$ cat src/hdl/acs_params.svh
/*
 * Constants of the sync and power-down control block of a delta-sigma converter.
 * Assumes a single converter clock; the power-down threshold below is in periods of it, settling counts are in conversions.
 */
// Functional notes
// - Low beyond threshold enters power-down, else sync.
// - Falling sync halts conversion, clears filter counters.
// - Rising sync restarts conversion from reset state.
// - Shared pulse aligns starts to same clock.
// - SPI data-ready goes high when sync falls.
// - SPI data-ready stays high until settled data.
// - Frame format forces data low until settled.
// - Power-down stops circuitry, ignores digital inputs.
// - Power-down exit runs offset calibration, inputs shorted.
// - Mode change discards stored offset value.
// - SPI data-ready high after wake until settled.
// - Frame data low after wake until settled.
// - Outputs static in power-down; host drives inputs.
// - Oversampling 64 fast/low-power, 128 high-resolution.
// - Modulator rate is clock divided by mode divisor.
// - Settled after 76 conversions, 78 high-resolution.
// - Filter is linear phase, constant group delay.
// - Conversion lasts 256 or 512 clock periods.
// - SPI data-ready falls on result, rises on bit-clock fall.
`ifndef ACS_PARAMS_SVH
`define ACS_PARAMS_SVH
`define ACS_PDWN_LOW_CYCLES 524288
`define ACS_LOW_CNT_W 20
`define ACS_OSR_FAST 64
`define ACS_OSR_HIRES 128
`define ACS_DIV_FAST 4
`define ACS_DIV_HIRES 4
`define ACS_DIV_LOWPWR 8
`define ACS_DIV_W 4
`define ACS_CONV_CNT_W 9
`define ACS_SETTLE_FAST 76
`define ACS_SETTLE_HIRES 78
`define ACS_SETTLE_W 7
`define ACS_DATA_W 24
`define ACS_BITS_W 5
`define ACS_FIFO_DEPTH 8
`endif

$ cat src/hdl/acs_pkg.sv
/*
 * Types shared by the sync and power-down control block.
 * Assumes acs_params.svh is on the include path.
 */
`include "acs_params.svh"
package acs_pkg;
    typedef enum logic [1:0] {
        acs_mode_fast,
        acs_mode_hires,
        acs_mode_lowpwr,
        acs_mode_spare
    } acs_mode_type;
    typedef enum logic [2:0] {
        acs_st_halt,
        acs_st_pdwn,
        acs_st_cal,
        acs_st_settle,
        acs_st_run
    } acs_state_type;
    typedef struct packed {
        logic signed [`ACS_DATA_W-1:0] data;
    } acs_result_type;
endpackage

$ cat src/hdl/acs_fifo.sv
/*
 * Flip-flop FIFO with valid and ready on both sides and a flush.
 * Assumes one clock and a synchronous active-low reset.
 */
`timescale 1ns/1ps
`default_nettype none
module acs_fifo #(
    parameter int WIDTH = 24,
    parameter int DEPTH = 8
) (
    // Clock and reset.
    input wire logic ref_clk,
    input wire logic rstn,
    input wire logic flush,
    // Fill side.
    input wire logic in_valid,
    output logic in_ready,
    input wire logic [WIDTH-1:0] in_data,
    // Drain side.
    output logic out_valid,
    input wire logic out_ready,
    output logic [WIDTH-1:0] out_data
);
    localparam int AW = $clog2(DEPTH);
    logic [WIDTH-1:0] mem [DEPTH];
    logic [AW-1:0] wr_ptr;
    logic [AW-1:0] rd_ptr;
    logic [AW:0] count;
    wire push = in_valid && in_ready;
    wire pop = out_valid && out_ready;
    assign in_ready = (count != (AW+1)'(DEPTH));
    assign out_valid = (count != '0);
    assign out_data = mem[rd_ptr];
    always_ff @(posedge ref_clk) begin
        if (push) begin
            mem[wr_ptr] <= in_data;
        end
    end
    always_ff @(posedge ref_clk) begin
        if (!rstn || flush) begin
            wr_ptr <= '0;
            rd_ptr <= '0;
            count <= '0;
        end else begin
            wr_ptr <= push ? ((wr_ptr == AW'(DEPTH-1)) ? '0 : wr_ptr + 1'b1) : wr_ptr;
            rd_ptr <= pop ? ((rd_ptr == AW'(DEPTH-1)) ? '0 : rd_ptr + 1'b1) : rd_ptr;
            count <= count + (AW+1)'(push) - (AW+1)'(pop);
        end
    end
endmodule // acs_fifo
`default_nettype wire

$ cat src/hdl/acs_sync_powerdown_n_ctrl.sv
/*
 * Conversion sequencing of a delta-sigma converter under one active-low
 * sync and power-down pin: decimation, offset calibration, settling and
 * result indication in SPI-style and frame-sync formats.
 * Assumes ref_clk is the converter clock and the modulator bit stream is
 * produced on that same clock; pins from the host are synchronised here.
 */
`timescale 1ns/1ps
`default_nettype none
module acs_sync_powerdown_n_ctrl
    import acs_pkg::*;
#(
    parameter int PDWN_LOW_CYCLES = `ACS_PDWN_LOW_CYCLES
) (
    // Clock and reset.
    input wire logic ref_clk,
    input wire logic rstn,
    // Host pins.
    input wire logic sync_powerdown_n,
    input wire acs_pkg::acs_mode_type mode_sel,
    input wire logic format_frame,
    input wire logic bit_clk,
    input wire logic frame_strobe,
    // Modulator stream.
    input wire logic modulator_bit,
    // Serial result side.
    output logic result_ready_n,
    output logic serial_data_out,
    // Status and analog control.
    output logic analog_short,
    output logic power_down,
    output logic converting
);
    import acs_pkg::*;

    // Two-stage synchronisers; a third stage feeds edge detection.
    logic [2:0] sync_s;
    logic [2:0] bclk_s;
    logic [2:0] fs_s;
    logic [1:0] fmt_s;
    acs_mode_type mode_s1;
    acs_mode_type mode_s2;
    acs_mode_type mode_prev;

    acs_state_type state;
    acs_state_type next_state;
    logic [`ACS_LOW_CNT_W-1:0] low_cnt;
    logic [`ACS_DIV_W-1:0] div_cnt;
    logic [`ACS_CONV_CNT_W-1:0] conv_cnt;
    logic [`ACS_SETTLE_W-1:0] settle_cnt;
    logic signed [`ACS_DATA_W-1:0] acc;
    logic signed [`ACS_DATA_W-1:0] offset;
    acs_result_type pending;
    logic pending_valid;
    logic [`ACS_DATA_W-1:0] shifter;
    logic [`ACS_BITS_W-1:0] bits_left;

    // Decode of synchronised pins.
    wire sync_hi = sync_s[1];
    wire sync_fall = sync_s[2] && !sync_s[1];
    wire bclk_fall = bclk_s[2] && !bclk_s[1];
    wire fs_rise = fs_s[1] && !fs_s[2];
    wire frame_fmt = fmt_s[1];
    wire mode_change = (mode_s2 != mode_prev);

    // Per-mode figures.
    wire [`ACS_DIV_W-1:0] div_sel = (mode_s2 == acs_mode_lowpwr) ? `ACS_DIV_W'(`ACS_DIV_LOWPWR) :
        (mode_s2 == acs_mode_hires) ? `ACS_DIV_W'(`ACS_DIV_HIRES) : `ACS_DIV_W'(`ACS_DIV_FAST);
    wire [`ACS_CONV_CNT_W:0] osr_sel = (mode_s2 == acs_mode_hires) ?
        (`ACS_CONV_CNT_W+1)'(`ACS_OSR_HIRES) : (`ACS_CONV_CNT_W+1)'(`ACS_OSR_FAST);
    // Conversion length is oversampling times divisor: 256 or 512 clocks.
    wire [`ACS_CONV_CNT_W:0] conv_len = (`ACS_CONV_CNT_W+1)'(osr_sel * div_sel);
    wire [`ACS_SETTLE_W-1:0] settle_len = (mode_s2 == acs_mode_hires) ?
        `ACS_SETTLE_W'(`ACS_SETTLE_HIRES) : `ACS_SETTLE_W'(`ACS_SETTLE_FAST);

    wire active = (state == acs_st_cal) || (state == acs_st_settle) || (state == acs_st_run);
    wire mod_tick = active && (div_cnt == div_sel - 1'b1);
    wire conv_end = active && ({1'b0, conv_cnt} == conv_len - 1'b1);
    // A plain boxcar over one conversion has symmetric taps, so its group
    // delay does not depend on frequency; stop-band depth is traded away.
    wire signed [`ACS_DATA_W-1:0] next_acc = mod_tick ?
        (modulator_bit ? acc + 1'b1 : acc - 1'b1) : acc;
    wire signed [`ACS_DATA_W-1:0] corrected = next_acc - offset;
    wire low_done = (low_cnt == `ACS_LOW_CNT_W'(PDWN_LOW_CYCLES - 1));
    wire settle_done = conv_end && (settle_cnt == settle_len - 1'b1);

    // FIFO between the filter and the serial side.
    logic fifo_in_ready;
    logic fifo_out_valid;
    logic [`ACS_DATA_W-1:0] fifo_out_data;
    wire fifo_flush = (state == acs_st_halt) || (state == acs_st_pdwn);
    wire spi_load = !frame_fmt && (state == acs_st_run) && fifo_out_valid && (bits_left == '0);
    wire frame_load = frame_fmt && fs_rise;
    wire fifo_pop = (spi_load || frame_load) && fifo_out_valid;

    acs_fifo #(
        .WIDTH(`ACS_DATA_W),
        .DEPTH(`ACS_FIFO_DEPTH)
    ) u_fifo (
        .ref_clk(ref_clk),
        .rstn(rstn),
        .flush(fifo_flush),
        .in_valid(pending_valid),
        .in_ready(fifo_in_ready),
        .in_data(pending.data),
        .out_valid(fifo_out_valid),
        .out_ready(fifo_pop),
        .out_data(fifo_out_data)
    );

    // Next state.
    always_comb begin
        next_state = state;
        case (state)
            acs_st_halt: begin
                if (sync_hi) begin
                    next_state = acs_st_settle;
                end else if (low_done) begin
                    next_state = acs_st_pdwn;
                end
            end
            acs_st_pdwn: begin
                if (sync_hi) begin
                    next_state = acs_st_cal;
                end
            end
            acs_st_cal: begin
                if (conv_end) begin
                    next_state = acs_st_settle;
                end
            end
            acs_st_settle: begin
                if (settle_done) begin
                    next_state = acs_st_run;
                end
            end
            acs_st_run: begin
                next_state = acs_st_run;
            end
            default: begin
                next_state = acs_st_halt;
            end
        endcase
        // A new mode makes the running filter output meaningless, so results
        // are withheld again until the filter has settled in the new mode.
        if (state == acs_st_run && mode_change) begin
            next_state = acs_st_settle;
        end
        if (active && sync_fall) begin
            next_state = acs_st_halt;
        end
    end

    // Synchronisers; in power-down only the sync pin is watched, the other
    // host inputs are frozen so a running bit clock cannot disturb anything.
    always_ff @(posedge ref_clk) begin
        if (!rstn) begin
            sync_s <= 3'h0;
            bclk_s <= 3'h0;
            fs_s <= 3'h0;
            fmt_s <= 2'h0;
            mode_s1 <= acs_mode_fast;
            mode_s2 <= acs_mode_fast;
        end else begin
            sync_s <= {sync_s[1:0], sync_powerdown_n};
            if (state != acs_st_pdwn) begin
                bclk_s <= {bclk_s[1:0], bit_clk};
                fs_s <= {fs_s[1:0], frame_strobe};
                fmt_s <= {fmt_s[0], format_frame};
                mode_s1 <= mode_sel;
                mode_s2 <= mode_s1;
            end
        end
    end

    // Sequencer and saturating low-time counter.
    always_ff @(posedge ref_clk) begin
        if (!rstn) begin
            state <= acs_st_halt;
            low_cnt <= '0;
        end else begin
            state <= next_state;
            if (sync_hi || state == acs_st_pdwn) begin
                low_cnt <= '0;
            end else if (!low_done) begin
                low_cnt <= low_cnt + 1'b1;
            end
        end
    end

    // Filter counters restart together on release, so every device fed the
    // same pulse and clock begins its conversions on the same edge.
    always_ff @(posedge ref_clk) begin
        if (!rstn || !active || mode_change) begin
            div_cnt <= '0;
            conv_cnt <= '0;
            acc <= '0;
            settle_cnt <= '0;
        end else begin
            div_cnt <= mod_tick ? '0 : div_cnt + 1'b1;
            conv_cnt <= conv_end ? '0 : conv_cnt + 1'b1;
            acc <= conv_end ? '0 : next_acc;
            if (conv_end && state == acs_st_settle) begin
                settle_cnt <= settle_cnt + 1'b1;
            end
        end
    end

    // Offset store; a new mode makes the old offset meaningless.
    always_ff @(posedge ref_clk) begin
        if (!rstn) begin
            offset <= '0;
            mode_prev <= acs_mode_fast;
        end else begin
            mode_prev <= mode_s2;
            if (mode_change) begin
                offset <= '0;
            end else if (state == acs_st_cal && conv_end) begin
                offset <= next_acc;
            end
        end
    end

    // Result waiting for the FIFO; an unread one is overwritten.
    always_ff @(posedge ref_clk) begin
        if (!rstn || fifo_flush) begin
            pending <= '0;
            pending_valid <= 1'b0;
        end else if (conv_end && (state == acs_st_run || settle_done)) begin
            pending.data <= corrected;
            pending_valid <= 1'b1;
        end else if (fifo_in_ready) begin
            pending_valid <= 1'b0;
        end
    end

    // Serial side: data-ready and the output shifter.
    always_ff @(posedge ref_clk) begin
        if (!rstn || fifo_flush) begin
            shifter <= '0;
            bits_left <= '0;
            result_ready_n <= 1'b1;
        end else if (spi_load || frame_load) begin
            shifter <= fifo_pop ? fifo_out_data : '0;
            bits_left <= `ACS_BITS_W'(`ACS_DATA_W);
            result_ready_n <= frame_fmt;
        end else if (bclk_fall && bits_left != '0) begin
            shifter <= {shifter[`ACS_DATA_W-2:0], 1'b0};
            bits_left <= bits_left - 1'b1;
            result_ready_n <= 1'b1;
        end
    end

    // Pin values for the next edge; the status pins are taken from the next state so
    // that they move on the same edge as the sequencer, the data pin from the current state.
    wire next_serial_data_out = (state == acs_st_run) && shifter[`ACS_DATA_W-1];
    wire next_analog_short = (next_state == acs_st_cal);
    wire next_power_down = (next_state == acs_st_pdwn);
    wire next_converting = (next_state == acs_st_run) || (next_state == acs_st_settle);

    // Registered pin drive; all static while powered down.
    always_ff @(posedge ref_clk) begin
        if (!rstn) begin
            serial_data_out <= 1'b0;
            analog_short <= 1'b0;
            power_down <= 1'b0;
            converting <= 1'b0;
        end else begin
            serial_data_out <= next_serial_data_out;
            analog_short <= next_analog_short;
            power_down <= next_power_down;
            converting <= next_converting;
        end
    end
endmodule // acs_sync_powerdown_n_ctrl
`default_nettype wire

$ cat config.mk
export PLATFORM = sky130hd
export DESIGN_NAME = acs_sync_powerdown_n_ctrl
export DESIGN_NICKNAME = d
export VERILOG_FILES = /design/src/hdl/acs_pkg.sv /design/src/hdl/acs_fifo.sv /design/src/hdl/acs_sync_powerdown_n_ctrl.sv
export VERILOG_INCLUDE_DIRS = /design/src /design/src/hdl
export SDC_FILE = /design/constraint.sdc
export NUM_CORES = 1
export LEC_CHECK = 0
export ABC_AREA = 1
export BUFFER_PORTS_ARGS = -buffer_cell sky130_fd_sc_hd__buf_4
export CORE_MARGIN = 2
export CORE_UTILIZATION = 50
export DETAILED_ROUTE_END_ITERATION = 8
export PLACE_DENSITY = 0.72
export SLEW_MARGIN = 20
export SYNTH_ARGS = -nofsm -noshare
export SYNTH_HDL_FRONTEND = slang
export SYNTH_SLANG_ARGS = --single-unit
$ cat constraint.sdc
create_clock -name ref_clk -period 4.6 [get_ports ref_clk]
set_input_delay 0.92 -clock ref_clk [delete_from_list [all_inputs] [get_ports ref_clk]]
set_output_delay 0.92 -clock ref_clk [all_outputs]
set_load 0.03 [all_outputs]
==> metrics.yaml <==
status: "complete, no violations"
n_antenna_cell: 0
worstPathRequired_ps: 5020
clkTransAtPathRegs_ps: 60
antenna_found_initial: 0
critical_path_class: "primary input to register"
place_hpwl_um: 25840
ys_seq_area_share_pct: 53.73
first_global_vias: 12760
clock_skew_ps: 17.11
clockBufferDepth: 3
async_flop_share_pct: 0
synthTopCellsByCount: "376 x nand2_1, 207 x a21oi_1, 203 x inv_1"
worstHoldPathType: "register to register"
fmax_mhz: 240.5
grt_pass1_wl_um: 64080
design.core.area_mm2: 0.03446
crit_family: "simple AND/OR/NAND/NOR gates"
postSynthAreaPerCell_um2: 9.021
synth_cell_types: 52
finalCritPeriodShare_pct: 90.40
synth_nets: 2008
drv_cap: 0
worst_pin_slew_ps: 1070
synth_area_leaders: "edfxtp_1 33%, dfxtp_1 21%, nand2_1 8.1%, a21oi_1 5.9%, ha_1 4.5%"
area_growth_pct: 11.97
avgRoutedWirePerCell_um: 16.06
syn_area_mm2: 0.01744
stdcell_area_mm2: 0.01952
die_y_um: 190.7
drc: 0
ir_drop_v: 0.0002960
min_path_cells: 2
endpoint_kind: "register"
layout-drive-gt1-share_pct: 8.635
slew_viol_final: 0
die_area_mm2: 0.03638
cp_common_cell: "inv_1"
leakage_nw: 7.664
cts-root-buf: "clkbuf_16"
hold_buffers: 0
finalCriticalPeriod_ps: 4158
firstDrtPassIters: 5
worstPathMaxFanout: 19
synth-main-ff-cell: "edfxtp_1"
startpoint_type: "primary input"
setup_viol: 0
cpPeakStageDelay_ps: 370
synth_top_area_cell: "edfxtp_1"
grt_util_all_layers_pct: 21.80
worst-path-buf-inv: 8
cts_inserted_buffers: 39
synth_cells: 1933
drt-total-wl_um: 39290
synth_edf_count: 192
ant_nets: 0
final_hold_viol_count: 0
fillers: 3033
synth_top_area_share_pct: 33.07
via_per_inst: 5.481
clkSinkCount: 372
drtIter0Drc: 1037
critical_path_arrival_ps: 4580
maxSlewHeadroom_pct: 28.60
die_x_um: 190.7
grt.overflow.total: 0
placed_area_mm2: 0.01819
place.gp.congestion: 0.8914
rows: 68
yosys_warnings: 0
worstRegToRegCells: 25
rsz0062_at_grt: "no"
nets: 2036
tritoncts: "yes"
grt_max_degree: 97
post-cts-setup-buffers: 0
h-tree-depth: 2
ios: 14
cts_resized: 0
slowest_stage: "ha_1"
dr_total_vias: 13410
powerDensity_mw_per_mm2: 352.5
start_util_pct: 50.60
fin_hold_ws_ps: 415.5
fin_setup_tns_ps: 0
port_buffers: 13
clkLatencyLatePin_ps: 530
synth-seq-cells: 372
synth_most_common_cell: "nand2_1"
crit_cells: 27
stage by stage:
stage	setup slack, ps	power (mW)	util [%]	cells
after floorplan	418.2	3.755	-	1933
after global routing	8.791	7.110	56.66	2447
final	441.6	6.882	56.66	2447
after detailed placement	-240.7	3.832	52.79	2374
after global placement	-312.3	3.826	52.79	2374
after CTS	281.8	6.946	56.58	2446
kinds of logic after synthesis:
group | after synthesis | synth area share (%)
adder cells (fa/ha/maj) | 66 | 4.865
XOR/XNOR | 39 | 1.959
AND/OR/NAND/NOR | 679 | 16.37
AO/OA/AOI/OAI | 488 | 16.67
flip-flops | 372 | 53.73
buffers and inverters | 289 | 6.408
metal layers:
| layer | track usage [%] | wire length [µm] |
|---|---|---|
| met1 | 28.74 | 17630 |
| met2 | 38.06 | 18850 |
| met3 | 2.650 | 2004 |
| met4 | 5.546 | 799 |
| met5 | 0 | 0 |
worst reg2reg max path, cell delays in order (launching register included):
cell	delay (ps)
dfxtp_1	470
inv_1	100
fa_1	410
inv_1	100
nand2_1	70
o21ai_1	190
buf_4	180
a21oi_1	100
o21bai_1	260
inv_1	70
nand2_1	60
nand3_1	60
nand2_1	130
inv_1	60
ha_1	340
nand2_1	80
nor2_1	140
inv_1	80
nor2_1	190
nand4_1	180
nand3_1	180
nand2_1	80
nand4_1	70
nand3_1	80
o211ai_1	110
inv_1	60
cell usage in the layout, fill, tap and decap left out, types with 4 or more instances in the layout:
cell type	count
a211oi_1	4
a21oi_1	206
a22oi_1	23
a31oi_1	20
a32o_1	47
buf_4	59
clkbuf_1	7
clkbuf_16	39
clkbuf_8	6
clkinv_1	7
clkinv_2	8
dfxtp_1	178
edfxtp_1	192
ha_1	63
inv_1	203
inv_2	7
nand2_1	376
nand3_1	69
nand4_1	23
nor2_1	146
nor2_2	10
nor3_1	22
nor4_1	4
o211ai_1	8
o21a_1	7
o21ai_0	122
o21ai_1	20
o21bai_1	13
or2_2	11
xnor2_1	11
xor2_1	28
worst paths after layout:
check	end	slack, ps	start
max	pending[20]$_SDFFE_PP0P_	440	modulator_bit
min	sync_s[1]$_SDFF_PN0_	420	sync_s[0]$_SDFF_PN0_
max reg2reg	pending[20]$_SDFFE_PP0P_	670	acc[0]$_SDFF_PP0_
min reg2reg	sync_s[1]$_SDFF_PN0_	420	sync_s[0]$_SDFF_PN0_
report_power, final:
| group | internal [mW] | leakage (nW) | switching, mW |
|---|---|---|---|
| clock | 1.84 | 0.634 | 1.28 |
| sequential | 3.49 | 2.96 | 0.0215 |
| combinational | 0.0811 | 4.07 | 0.174 |
final cells by class:
type / instances / area, µm² / area share, %
tap: 455 / 569.3 / 2.916
clock inverter: 20 / 219.0 / 1.122
sequential: 372 / 9371 / 48.00
inverter: 215 / 809.5 / 4.146
clock buffer: 52 / 1085 / 5.556
timing repair buffer: 61 / 478.0 / 2.448
multi-input combinational: 1272 / 6992 / 35.81
registers in the layout (all words and copies together), names as in the netlist, 2 cells and up, named ones only:
register / flops
acc: 24
bclk_s: 3
bits_left: 5
conv_cnt: 9
div_cnt: 4
fmt_s: 2
fs_s: 3
low_cnt: 20
mode_prev: 2
mode_s1: 2
mode_s2: 2
offset: 24
pending: 24
settle_cnt: 7
shifter: 24
state: 3
sync_s: 3
u_fifo.count: 4
u_fifo.mem: 192
u_fifo.rd_ptr: 3
u_fifo.wr_ptr: 3
(Power assumes the default switching activity.)
